File: src/design/temp_readout_pkg.sv
// Constants and types shared by the ambient temperature readout block.
// Assumes a 25 MHz system clock and a two-wire bus clock well below it.
package temp_readout_pkg;
  localparam logic [7:0] PTR_AMBIENT = 8'h05;
  localparam logic [7:0] PTR_MAKER = 8'h06;
  // Bus address of this device; the value is arbitrary.
  localparam logic [6:0] DEV_ADDR = 7'h2a;
  // Maker code; the value is arbitrary.
  localparam logic [15:0] MAKER_CODE = 16'h00a5;
  localparam logic [15:0] AMBIENT_RESET = 16'h0000;
  localparam int CRIT_BIT = 15;
  localparam int UPPER_BIT = 14;
  localparam int LOWER_BIT = 13;
  localparam int TEMP_MSB = 12;
  localparam logic [1:0] RES_HALF = 2'h0;
  localparam logic [1:0] RES_QUARTER = 2'h1;
  localparam logic [1:0] RES_EIGHTH = 2'h2;
  localparam logic [12:0] MASK_HALF = 13'h1ff8;
  localparam logic [12:0] MASK_QUARTER = 13'h1ffc;
  localparam logic [12:0] MASK_EIGHTH = 13'h1ffe;
  localparam logic [12:0] MASK_FULL = 13'h1fff;
  localparam logic [2:0] LAST_BIT = 3'h7;

  typedef struct packed {
    logic [10:0] crit;
    logic [10:0] upper;
    logic [10:0] lower;
  } limits_t;

  typedef enum logic [6:0] {
    ST_IDLE = 7'b0000001,
    ST_ADDR = 7'b0000010,
    ST_ACK = 7'b0000100,
    ST_PTR = 7'b0001000,
    ST_WDATA = 7'b0010000,
    ST_READ = 7'b0100000,
    ST_RACK = 7'b1000000
  } bus_state_t;
endpackage

File: src/design/ambient_temp_result_readout.sv
// Ambient temperature result register with its two-wire bus slave.
// Assumes the converter gives a result word with a one-cycle strobe on mclk,
// and that bus pins arrive asynchronously and are resolved outside.
//
// Operation
// Hold 16-bit result, 13-bit signed temperature.
// Reads never see a half-updated value.
// Load each converter result in parallel.
// Bit 15 set when reading at/above critical.
// Bit 14 set when reading above upper.
// Bit 13 set when reading below lower.
// Bit 12 is the sign.
// Bits 11..0 weight 2^7 down to 2^-4.
// Flags ignore all alert configuration settings.
// Unused low fraction bits forced to zero.
// Host writes pointer 0x05, then repeated start.
// Upper byte first, host acks, then nak.
// Host masks flags and converts bytes itself.
// Fixed read-only maker code at pointer 0x06.
// Resolution code selects step and zeroed bits.
// Limits are 11-bit signed quarter-degree values.
// Writes to these registers are ignored.
// Flags load together with the temperature.
`timescale 1ns/1ps
module ambient_temp_result_readout (
  input wire logic mclk,
  input wire logic arst_n,
  input wire logic convDone,
  input wire logic [12:0] convData,
  input wire logic [1:0] resolution,
  input wire temp_readout_pkg::limits_t limits,
  input wire logic sclIn,
  input wire logic sdaIn,
  output logic sdaOut,
  output logic sdaOe,
  output logic [15:0] ambientReg
);
  logic [1:0] rstSync_q;
  logic rstN;
  logic [1:0] sclSync_q;
  logic [1:0] sdaSync_q;
  logic sclPrev_q;
  logic sdaPrev_q;
  logic sclRise;
  logic sclFall;
  logic startSeen;
  logic stopSeen;
  logic [15:0] ambient_q;
  logic [12:0] mask;
  logic signed [12:0] sample;
  logic signed [12:0] critS;
  logic signed [12:0] upperS;
  logic signed [12:0] lowerS;
  temp_readout_pkg::bus_state_t state_q;
  temp_readout_pkg::bus_state_t after_q;
  logic [2:0] bitCnt_q;
  logic [7:0] rxShift_q;
  logic gotByte_q;
  logic firstRead_q;
  logic isPtr_q;
  logic [7:0] ptr_q;
  logic [15:0] snap_q;
  logic [7:0] tx_q;
  logic sdaOe_q;
  logic sdaOut_q;

  always_ff @(posedge mclk or negedge arst_n)
  begin
    if (!arst_n)
      rstSync_q <= 2'h0;
    else
      rstSync_q <= {rstSync_q[0], 1'b1};
  end
  assign rstN = rstSync_q[1];

  // Pins are asynchronous, so only the second stage feeds logic.
  always_ff @(posedge mclk or negedge rstN)
  begin
    if (!rstN)
    begin
      sclSync_q <= 2'h3;
      sdaSync_q <= 2'h3;
      sclPrev_q <= 1'b1;
      sdaPrev_q <= 1'b1;
    end
    else
    begin
      sclSync_q <= {sclSync_q[0], sclIn};
      sdaSync_q <= {sdaSync_q[0], sdaIn};
      sclPrev_q <= sclSync_q[1];
      sdaPrev_q <= sdaSync_q[1];
    end
  end
  assign sclRise = sclSync_q[1] & ~sclPrev_q;
  assign sclFall = ~sclSync_q[1] & sclPrev_q;
  assign startSeen = sclSync_q[1] & sclPrev_q & sdaPrev_q & ~sdaSync_q[1];
  assign stopSeen = sclSync_q[1] & sclPrev_q & ~sdaPrev_q & sdaSync_q[1];

  always_comb
  begin
    case (resolution)
      temp_readout_pkg::RES_HALF: mask = temp_readout_pkg::MASK_HALF;
      temp_readout_pkg::RES_QUARTER: mask = temp_readout_pkg::MASK_QUARTER;
      temp_readout_pkg::RES_EIGHTH: mask = temp_readout_pkg::MASK_EIGHTH;
      default: mask = temp_readout_pkg::MASK_FULL;
    endcase
  end
  assign sample = signed'(convData & mask);
  // Limits gain two zero fraction bits to match the result scale.
  assign critS = signed'({limits.crit, 2'h0});
  assign upperS = signed'({limits.upper, 2'h0});
  assign lowerS = signed'({limits.lower, 2'h0});

  // No alert configuration reaches this logic, so the flags always report.
  always_ff @(posedge mclk or negedge rstN)
  begin
    if (!rstN)
      ambient_q <= temp_readout_pkg::AMBIENT_RESET;
    else if (convDone)
    begin
      ambient_q[temp_readout_pkg::CRIT_BIT] <= sample >= critS;
      ambient_q[temp_readout_pkg::UPPER_BIT] <= sample > upperS;
      ambient_q[temp_readout_pkg::LOWER_BIT] <= sample < lowerS;
      ambient_q[temp_readout_pkg::TEMP_MSB:0] <= sample;
    end
  end

  // Bus slave: data is sampled on rising and changed on falling bus clock.
  always_ff @(posedge mclk or negedge rstN)
  begin
    if (!rstN)
    begin
      state_q <= temp_readout_pkg::ST_IDLE;
      after_q <= temp_readout_pkg::ST_IDLE;
      bitCnt_q <= 3'h0;
      rxShift_q <= 8'h00;
      gotByte_q <= 1'b0;
      firstRead_q <= 1'b0;
      isPtr_q <= 1'b0;
      ptr_q <= 8'h00;
      snap_q <= 16'h0000;
      tx_q <= 8'h00;
      sdaOe_q <= 1'b0;
    end
    else if (startSeen)
    begin
      state_q <= temp_readout_pkg::ST_ADDR;
      bitCnt_q <= 3'h0;
      gotByte_q <= 1'b0;
      sdaOe_q <= 1'b0;
    end
    else if (stopSeen)
    begin
      state_q <= temp_readout_pkg::ST_IDLE;
      sdaOe_q <= 1'b0;
    end
    else
    begin
      case (state_q)
        temp_readout_pkg::ST_ADDR, temp_readout_pkg::ST_PTR, temp_readout_pkg::ST_WDATA:
        begin
          if (sclRise)
          begin
            rxShift_q <= {rxShift_q[6:0], sdaSync_q[1]};
            bitCnt_q <= bitCnt_q + 3'h1;
            gotByte_q <= (bitCnt_q == temp_readout_pkg::LAST_BIT);
          end
          else if (sclFall && gotByte_q)
          begin
            gotByte_q <= 1'b0;
            isPtr_q <= 1'b0;
            if (state_q != temp_readout_pkg::ST_ADDR)
            begin
              sdaOe_q <= 1'b1;
              state_q <= temp_readout_pkg::ST_ACK;
              after_q <= temp_readout_pkg::ST_WDATA;
              // Later data bytes are acknowledged and dropped.
              if (state_q == temp_readout_pkg::ST_PTR)
                ptr_q <= rxShift_q;
            end
            else if (rxShift_q[7:1] == temp_readout_pkg::DEV_ADDR)
            begin
              sdaOe_q <= 1'b1;
              state_q <= temp_readout_pkg::ST_ACK;
              if (rxShift_q[0])
              begin
                after_q <= temp_readout_pkg::ST_READ;
                firstRead_q <= 1'b1;
                // The snapshot keeps both bytes of one read from one load.
                if (ptr_q == temp_readout_pkg::PTR_AMBIENT)
                  snap_q <= ambient_q;
                else if (ptr_q == temp_readout_pkg::PTR_MAKER)
                  snap_q <= temp_readout_pkg::MAKER_CODE;
                else
                  snap_q <= 16'h0000;
              end
              else
                after_q <= temp_readout_pkg::ST_PTR;
            end
            else
              state_q <= temp_readout_pkg::ST_IDLE;
          end
        end
        temp_readout_pkg::ST_ACK:
        begin
          if (sclFall)
          begin
            state_q <= after_q;
            bitCnt_q <= 3'h0;
            sdaOe_q <= 1'b0;
            if (after_q == temp_readout_pkg::ST_READ)
            begin
              tx_q <= snap_q[15:8];
              sdaOe_q <= ~snap_q[15];
              firstRead_q <= 1'b0;
            end
          end
        end
        temp_readout_pkg::ST_READ:
        begin
          if (sclFall)
          begin
            if (bitCnt_q == temp_readout_pkg::LAST_BIT)
            begin
              sdaOe_q <= 1'b0;
              state_q <= temp_readout_pkg::ST_RACK;
            end
            else
            begin
              bitCnt_q <= bitCnt_q + 3'h1;
              tx_q <= {tx_q[6:0], 1'b0};
              sdaOe_q <= ~tx_q[6];
            end
          end
        end
        temp_readout_pkg::ST_RACK:
        begin
          if (sclRise)
            isPtr_q <= ~sdaSync_q[1];
          else if (sclFall)
          begin
            // After the low byte the sequence repeats from the upper byte.
            if (isPtr_q)
            begin
              state_q <= temp_readout_pkg::ST_READ;
              bitCnt_q <= 3'h0;
              firstRead_q <= ~firstRead_q;
              tx_q <= firstRead_q ? snap_q[15:8] : snap_q[7:0];
              sdaOe_q <= firstRead_q ? ~snap_q[15] : ~snap_q[7];
            end
            else
              state_q <= temp_readout_pkg::ST_IDLE;
          end
        end
        default:
          state_q <= temp_readout_pkg::ST_IDLE;
      endcase
    end
  end

  // The pin is open drain, so only the low level is ever driven.
  always_ff @(posedge mclk or negedge rstN)
  begin
    if (!rstN)
      sdaOut_q <= 1'b0;
    else
      sdaOut_q <= 1'b0;
  end

  assign sdaOut = sdaOut_q;
  assign sdaOe = sdaOe_q;
  assign ambientReg = ambient_q;
endmodule

File: config.mk
export PLATFORM = sky130hd
export DESIGN_NAME = ambient_temp_result_readout
export DESIGN_NICKNAME = d
export VERILOG_FILES = /design/src/design/temp_readout_pkg.sv /design/src/design/ambient_temp_result_readout.sv
export SDC_FILE = /design/constraint.sdc
export NUM_CORES = 1
export LEC_CHECK = 0
export BUFFER_PORTS_ARGS = -buffer_cell sky130_fd_sc_hd__buf_2
export CORE_MARGIN = 4
export CORE_UTILIZATION = 52
export DETAILED_ROUTE_END_ITERATION = 16
export PLACE_DENSITY_LB_ADDON = 0.25
export SKIP_LAST_GASP = 1
export SYNTH_ARGS = -nofsm -noshare
export SYNTH_HDL_FRONTEND = slang
export SYNTH_SLANG_ARGS = --single-unit
File: constraint.sdc
create_clock -name mclk -period 2.45 [get_ports mclk]
set_input_delay 0.1225 -clock mclk [delete_from_list [all_inputs] [get_ports mclk]]
set_output_delay 0.1225 -clock mclk [all_outputs]
set_load 0.02 [all_outputs]
After elaboration in Yosys (flattened, before gate mapping)
Cells that the tools add are included.

$add $sub $neg: 1. Magnitude comparators: 3. Equality and inequality tests: 44. Muxes and demuxes: 72. Bitwise gates (word level): 20. Reduce and logical (&&, ||, !) cells: 22.

Operators with widths (count): $mux 7 (19); $mux 3 (11); $ne 4x4->1 const B (8); $mux 1 (31); $ne 2x2->1 const B (14); $pmux 7 s4 (1); $eq 7x6->1 const B (3); $ne 3x3->1 const B (7); $pmux 7 s3 (1); $reduce_and 9->1 (2); $eq 8x3->1 const B (2); $mux 16 (1); $reduce_and 7->1 (2); $and 13x13->13 (1); $ge 13x13->1 (1); $gt 13x13->1 (1); $lt 13x13->1 (1); $reduce_and 13->1 (1); $mux 6 (2); $not 1->1 (12); $pmux 3 s4 (1); $reduce_and 6->1 (2); $reduce_and 10->1 (1); $pmux 3 s3 (1); 26 further kinds (36).

Flip-flop bits (word level): 84. Input port bits: 53. Output and inout bits: 18.

Longest topological paths before layout
Gate-level depths: netlist of run 1.

Depth in word-level cells: 8. Depth in mapped cells: 10.

Worst setup path after synthesis of run 1
OpenSTA, ideal clock, no wires.

Path type: reg-to-reg. From: reg state_q[1]. To: reg tx_q[0]. Setup time: 0.125 ns. Data arrival time: 2.385 ns. Required time: 2.325 ns. Slack: -0.060 ns. Cell stages (with the launch flop): 11. Cell sequence: dfrtp_1 > buf_6 > or4_4 > buf_6 > or3_1 > buf_6 > a21oi_2 > a211oi_1 > and3_4 > buf_6 > mux2_4.

Word-level cells in the longest chain between the ends: 3. Elaborated cells on any way between the ends: 13. Classes of those cells: 10 x eq/ne; 1 x mux; 2 x reduce/logical.

RTL lines: start, declared (line ambient_temp_result_readout.sv:54) `temp_readout_pkg::bus_state_t state_q;`; start signal, assigned (line ambient_temp_result_readout.sv:133) `state_q <= temp_readout_pkg::ST_IDLE;`; start signal, assigned (line ambient_temp_result_readout.sv:147) `state_q <= temp_readout_pkg::ST_ADDR;`; start signal, assigned (line ambient_temp_result_readout.sv:154) `state_q <= temp_readout_pkg::ST_IDLE;`; $eq 7x6->1, or another cell as far along (line ambient_temp_result_readout.sv:159) `case (state_q)`; $ne 2x2->1 (no source line) / $reduce_bool 3->1 (equally long branches); $reduce_and 10->1 (no source line); end signal, assigned (line ambient_temp_result_readout.sv:213) `tx_q <= snap_q[15:8];`; end signal, assigned (line ambient_temp_result_readout.sv:231) `tx_q <= {tx_q[6:0], 1'b0};`; end signal, assigned (line ambient_temp_result_readout.sv:248) `tx_q <= firstRead_q ? snap_q[15:8] : snap_q[7:0];`; end, declared (line ambient_temp_result_readout.sv:63) `logic [7:0] tx_q;`.

Several ways; a longest one is shown, not always the timed one. A chain may end at the register's enable or synchronous reset.

Worst setup path in the final report of run 1
From: reg state_q[1]. To: reg tx_q[1].

The elaborated chain is that of the path after synthesis.

==> results.md, run 1 <==
* Status: finished, final reports clean
* Hold Path Depth at 3
* Final Max Slew Viols at 0
* Antenna Nets Post-Route at 0
* CTS Sinks at 81
* Final nets at 634
* Layout Skew at 0.0155 ns
* Largest net degree at the start of global routing at 42
* # Max-Cap Violations at 0
* Wire per inst at about 16 um
* Flops & latches, synth at 81
* N_diodes at 0
* Reg2Reg Capture Point: tx_q[1]
* Clock buffer depth at 2
* 1st-iter DRT viols at 192
* Top cells by area, synth: dfrtp_1, ha_1, mux2_2
* Hold_ws at ~0.045 ns
* Net Sw Power at 770 uW
* Routing usage on met1 at 0.298
* Comb power frac at 0.118
* Clk Latency, worst-skew pair at roughly 0.36 ns
* HPWL Detailed at around 8.1 mm
* GRT busiest layer: met2
* Core area at ~8400 um^2
* Vias per cell at between 5 and 6
* CP arrival at 2.64 ns
* Final worst-path cycle share at 0.980
* Sequential cell area fraction in the yosys report at 0.445
* First-pass GRT wire length at between 15 and 20 mm
* Num CTS Buffers at 9
* Tot Pwr at 2.78 mW
* Drt drc at 0
* Syn Area/Cell at 10.1 um^2
* CTS tree: built
* Max IR drop VDD at 0.361 mV
* Setup ws final at roughly 0.048 ns
* Sw frac at 0.277
* Die X at between 100 and 150 um
* Required @ worst endpoint at 2.69 ns
* GRT met2 Usage at 0.346
* Layout Utilization at 0.646
* Synth Flop Type: dfrtp_1
* Yosys top cell area share at 0.399
* Vias in the first global route at 3663
* Root Driver: clkbuf_8
* GR Util met3 at 0.0441
* Hold Crit Endpoint: ambientReg[1]
* Remaining Overflow, GRT at 0
* H-tree depth at 3
* PortBufs at 69
* Setup WS pre-CTS at roughly 0.00015 ns
* Commonest non-fill, non-tap cell in the layout: dfrtp_1
* Drt pass-1 iters at 4
* Start point of the worst hold path: convData[1]
* Non-Filler Instances at approximately 660
* Most frequent cells in the layout: dfrtp_1, buf_2, nand2_1
* Final WL at around 11 mm
* Cell row count at 33
* Origin of the critical flop-to-flop path: state_q[1]
* Count of different cell masters after synthesis at 61
* Min-Delay Path Class: in2reg
* CP Launch Point: state_q[1]
* Final hold vios at 0
* Worst-path clk slew at about 0.090 ns
* R2R cell count at 7
* CP Capture Type: flop
* Minimum clock period at about 2.4 ns
* Initial antenna violation count at 0
* Post-synth ARST share at 1.00
* Sequential Power Share at 0.512
* Mapped Nets at 541
* Vias at approximately 3700
* Initial Utilization at 0.546
* Crit-path max FO at 7
* Worst Max-Slew Pin Slew at slightly below 0.5 ns
* # setup viols final at 0
* Share of cells above drive strength 1 at 0.304
* Mapped Area at approximately 4600 um^2
* Static Leak at about 2.7 nW
* Die H at approximately 100 um
* Synth area leader: dfrtp_1
* Number of flops mapped to enable cells by yosys at 0
* Synth warn at 0
* P_int at 2.01 mW
* Pwr dens at just over 500 nW/um^2
* R2r setup slk at 0.05 ns
* Critical Path Start Type: flop
* Layout area overhead at 18.4%
* Max_slew headroom at 0.665
* Die Footprint at around 10000 um^2
* Critical Setup Path Class: reg2reg
* Clock share of power at 0.370
* Max Fclk at between 0.4 and 0.5 GHz
* Top Ports at 71
* Post-Syn Instances at approximately 450
* All-Layer GR Usage at 0.217
* DP Cell Count at 633
* Routability cong. at roughly 0.95
==> final cells by class <==
| cell class | count | area (um^2) |
|---|---|---|
| fillers | 701 | 2970 |
| multi-input cells | 316 | 2300 |
| flip-flops and latches | 81 | 2040 |
| repair buffers | 100 | 586 |
| inverters | 39 | 146 |
| well taps | 105 | 131 |
| clock buffers | 9 | 124 |
| clock inverters | 7 | 83.8 |
==> cell families (layout without fill, tap and decap cells) <==
kind of cell    after synthesis  count (layout)  synth area share
fa+ha+maj                    34              34            0.0930
buf+inv                      57             155            0.0542
mux                          41              41             0.105
flops                        81              81             0.445
other cells                   2               2           0.00164
xor+xnor                      3               3           0.00575
simple gates                142             142             0.162
compound gates               94              94             0.134
==> state kept, by name, summed over array words and instances, names as in the netlist, 2 cells and up <==
register    flops
after_q         4
ambientReg     16
bitCnt_q        3
ptr_q           8
rstSync_q       2
rxShift_q       8
sclSync_q       2
sdaSync_q       2
snap_q         16
state_q         7
tx_q            7
==> power groups by stage <==
| stage | sequential [mW] | combinational [mW] | clock, mW |
|---|---|---|---|
| after floorplan | 1.48 | 0.151 | 0 |
| after global placement | 1.45 | 0.311 | 0 |
| after detailed placement | 1.45 | 0.324 | 0 |
| after CTS | 1.42 | 0.329 | 1.04 |
| after global routing | 1.43 | 0.368 | 1.11 |
| final | 1.42 | 0.328 | 1.03 |
==> cell usage after synthesis (3+ instances only) <==
cell       instances
nor2_1            14
nand3b_1           3
dfrtp_1           73
o31ai_1            4
nor3b_1            4
and3_1             3
nor2b_1            5
ha_1              34
a21boi_0           3
or2_2              3
nand2_1           54
a211oi_1           4
a21o_1             6
nand3_1           15
o21ai_0           33
nor3_1             7
nand2b_1           9
dfstp_2            8
mux2_4             7
clkbuf_1          12
inv_1             39
nand4_1            9
buf_6              4
o2111ai_1          5
mux2_2            27
a21oi_1           15
mux2i_1            7
a22o_1             4
==> per-layer routing <==
layer | vias up | part of all wire
li1 | 1794 | -
met1 | 1796 | 0.45
met2 | 129 | 0.48
met3 | 21 | 0.057
met4 | 0 | 0.021
met5 | - | 0
==> through the flow <==
step / setup TNS (ns) / cell area, um^2
floorplan: -0.423 / 4570
global placement: 0 / 5120
detailed placement: 0 / 5120
CTS: 0 / 5380
global route: -0.0229 / 5410
finish: 0 / 5410
==> repair_timing <==
item,4_1_cts,5_1_grt
gates resized for setup,1,4
pin swaps,1,2
setup endpoints to repair,2,11
hold buffers,3,0
setup buffers,1,4
hold endpoints to repair,4,0
==> worst max-delay path, stage by stage, from the launching register on <==
cell and delay [ns]:
dfrtp_1 0.40, or4_4 0.55, or3_4 0.45, buf_4 0.16, a21oi_2 0.09, a211oi_1 0.08, and3_4 0.25, mux2_4 0.30
==> how the worst max path moves through the flow <==
| stage | slack, ns | endpoint |
|---|---|---|
| finish | 0.05 | tx_q[1] |
| global route | -0.006 | tx_q[5] |
| CTS | 0.09 | tx_q[1] |
| detailed placement | 0.0001 | tx_q[1] |
| global placement | 0.1 | tx_q[2] |
| floorplan | -0.06 | tx_q[0] |
Power figures use the tool's default switching activity.
==> run 2, diff against run 1 <==
Settings changed: ABC_AREA from default to 1, CAP_MARGIN from default to 20.
==> run 2 against run 1 <==
Net effect: sequential share of layout area decreased by 0.90 points; register-to-register slack improved by 0.48 ns; wire length increased by 5.8%; cell count increased by 26%; critical path depth increased by 2; combinational power increased by 25%; design area increased by 2.4%; via count increased by 12%; critical endpoint is now tx_q[2]; largest cell class unchanged; highest routed layer unchanged.
==> results.md, run 2 <==
* Most used cell, CP: nor2_2
* Yosys top cell area share at 0.373 (was 0.399)
* Post-synth ARST share at 1.00 (unchanged)
* Synth area leader: dfrtp_1 (unchanged)
* Minimum clock period at 1.92 ns (was 2.40 ns)
* Most frequent cells in the layout: nand2_1, inv_1, dfrtp_1 (was dfrtp_1, buf_2, nand2_1)
* Wire per inst at 13.4 um (was 16.0 um)
* Worst Max-Slew Pin Slew at 0.730 ns (was 0.490 ns)
* Worst path bufs/invs at 2 (was 1)
* Critical Setup Path Class: reg2reg (unchanged)
* Vias in the first global route at 4194 (was 3663)
* Layout area overhead at 13.3% (was 18.4%)
* Number of gates resized after cts at 0 (was 1)
* Remaining Overflow, GRT at 0 (unchanged)
* Layout Utilization at 0.603 (was 0.646)
* # Max-Cap Violations at 0 (unchanged)
* Critical Path Start Type: flop (unchanged)
* Synth top cells by count: nand2_1, inv_1, dfrtp_1 (was dfrtp_1, nand2_1, inv_1)
* CTS tree: built (unchanged)
* 1st-iter DRT viols at 252 (was 192)
* Crit-path max FO at 11 (was 7)
* Num CTS Buffers at 9 (unchanged)
* Max_slew headroom at 0.510 (was 0.665)
* Core area at 9200 um^2 (was 8380 um^2)
* Post-Syn Instances at 643 (was 454)
* N_diodes at 0 (unchanged)
* # setup viols final at 0 (unchanged)
* Initial antenna violation count at 0 (unchanged)
* Worst-path clk slew at 0.10 ns (was 0.09 ns)
* Slowest cell delay on critical path at 0.44 ns (was 0.55 ns)
* Count of different cell masters after synthesis at 39 (was 61)
* Cell family with most CP delay: simple AND/OR/NAND/NOR gates (unchanged)
* CP arrival at 2.23 ns (was 2.64 ns)
* Static Leak at 3.07 nW (was 2.66 nW)
* Layout Skew at 0.0154 ns (was 0.0155 ns)
* Pwr dens at 514 nW/um^2 (about the same)
* Root Driver: clkbuf_8 (unchanged)
* Cell row count at 35 (was 33)
* Vias per cell at 5.06 (was 5.69)
* HPWL Detailed at 8.87 mm (was 8.15 mm)
* RSZ-0062 raised after global routing: no
* Setup Buffers After CTS at 0 (was 1)
* Mapped Nets at 730 (was 541)
* H-tree depth at 3 (unchanged)
* Sequential cell area fraction in the yosys report at 0.416 (was 0.445)
* Status: finished, final reports clean (unchanged)
* Final Max Slew Viols at 0 (unchanged)
* Die Footprint at 11000 um^2 (was 10400 um^2)
* Crit-path cells: nor2_2 > nand2_4 > nor2_2 > inv_2 > nand2_2 > nand4_2 > inv_1 > o21ai_0 > nand2_1 (was or4_4 > or3_4 > buf_4 > a21oi_2 > a211oi_1 > and3_4 > mux2_4)
* Largest net degree at the start of global routing at 49 (was 42)
* Hold buffer count at cts at 3 (unchanged)
* Top Ports at 71 (unchanged)
* Fillers at 832 (was 701)
* Final nets at 802 (was 634)
* Mapped Area at 4900 um^2 (was 4570 um^2)
* Die H at 105 um (was 102 um)
* Routability cong. at 0.895 (was 0.953)
* Share of cells above drive strength 1 at 0.186 (was 0.304)
* Commonest non-fill, non-tap cell in the layout: nand2_1 (was dfrtp_1)
* First-pass GRT wire length at 19.4 mm (was 17.6 mm)
* CTS Sinks at 81 (unchanged)
* Antenna Nets Post-Route at 0 (unchanged)
* Required @ worst endpoint at 2.76 ns (was 2.69 ns)
* Most common cell in the netlist: nand2_1 (was dfrtp_1)
* Number of flops mapped to enable cells by yosys at 0 (unchanged)
* All-Layer GR Usage at 0.216 (was 0.217)
* Synth Flop Type: dfrtp_1 (unchanged)
* Final WL at 11.1 mm (was 10.5 mm)
* Slowest-stage cell, CP: dfrtp_1 (was or4_4)
* CP Capture Type: flop (unchanged)
* Die X at 105 um (was 102 um)
* Max Fclk at 0.522 GHz (was 0.416 GHz)
* Max IR drop VDD at 0.255 mV (was 0.361 mV)
* Final hold vios at 0 (unchanged)
* Flops & latches, synth at 81 (unchanged)
* PortBufs at 69 (unchanged)
* Clk Latency, worst-skew pair at 0.37 ns (was 0.36 ns)
* Initial Utilization at 0.533 (was 0.546)
* Vias at 4201 (was 3740)
* Setup TNS Final at 0 ns (unchanged)
* Drt drc at 0 (unchanged)
* Synth warn at 0 (unchanged)
* Top cells by area, synth: dfrtp_1, nand2_1, ha_1 (was dfrtp_1, ha_1, mux2_2)
* Final worst-path cycle share at 0.782 (was 0.980)
* Syn Area/Cell at 7.62 um^2 (was 10.1 um^2)
* Min-Delay Path Class: in2reg (unchanged)
* Drt pass-1 iters at 5 (was 4)
* Clock buffer depth at 2 (unchanged)
run 2: cell count changes after synthesis, moves of 6 or more:
cell / delta
mux2_4: -7
o21ai_1: +22
mux2_2: -27
nand2b_1: -9
nand2_1: +154
inv_2: +8
nand3_1: +14
clkbuf_1: -9
nor2_2: +6
nor2_1: +27
inv_1: +51
nand2_2: +8
run 2: cell families (layout without fill, tap and decap cells):
group	after synthesis	in the layout	synth area share
compound gates	91	91	0.101
fa+ha+maj	34	34	0.0869
buf+inv	111	188	0.0943
flops	81	81	0.416
mux	4	4	0.00818
other cells	2	2	0.00153
simple gates	320	320	0.292
run 2: worst min-delay path, cell delays in order:
cell and delay, ns:
buf_2 0.13, nand2_1 0.06, nand2_1 0.05
run 2: path summary, 6_finish.rpt:
| kind | cells after the start | slack, ns | start | to |
|---|---|---|---|---|
| hold reg to reg | 0 | 0.28 | rstSync_q[1] | ptr_q[2] |
| setup / recovery | 9 | 0.53 | state_q[1] | tx_q[2] |
| max in group asynchronous | 1 | 1.53 | rstSync_q[1] | sclSync_q[1] |
| min in group asynchronous | 2 | 0.05 | arst_n | rstSync_q[1] |
| setup reg to reg | 9 | 0.53 | state_q[1] | tx_q[2] |
| hold / removal | 3 | 0.03 | convData[3] | ambientReg[3] |
run 2: through the flow:
stage / hold slack [ns] / instances / worst slack [ns] / area [um^2] / total power, mW
global placement: -0.0910 / 812 / 0.561 / 5320 / 1.87
global route: 0.0333 / 831 / 0.332 / 5550 / 3.02
CTS: 0.0252 / 831 / 0.510 / 5550 / 2.87
detailed placement: -0.0893 / 812 / 0.553 / 5320 / 1.90
floorplan: -0.173 / 643 / 0.0410 / 4900 / 1.73
finish: 0.0312 / 831 / 0.533 / 5550 / 2.85
run 2: area by class of cell:
class	instances	area [um^2]	share of cell area
timing repair buffer	74	403	0.0726
tap	111	139	0.0250
inverter	98	368	0.0663
clock inverter	7	73.8	0.0133
sequential	81	2040	0.368
clock buffer	9	124	0.0223
multi-input combinational	451	2400	0.432
run 2: routing by layer:
metal / wire length, um / vias up / global-route usage
met3: 486 / 15 / 0.0401
met2: 5210 / 102 / 0.342
li1: - / 2179 / -
met5: 0 / - / 0
met1: 5230 / 1905 / 0.296
met4: 205 / 0 / 0.0750
run 2: power breakdown:
part / switching (mW) / internal, mW / total [mW]
clock: 0.580 / 0.401 / 0.982
combinational: 0.248 / 0.162 / 0.410
sequential: 0.0579 / 1.40 / 1.46
total: 0.886 / 1.97 / 2.85
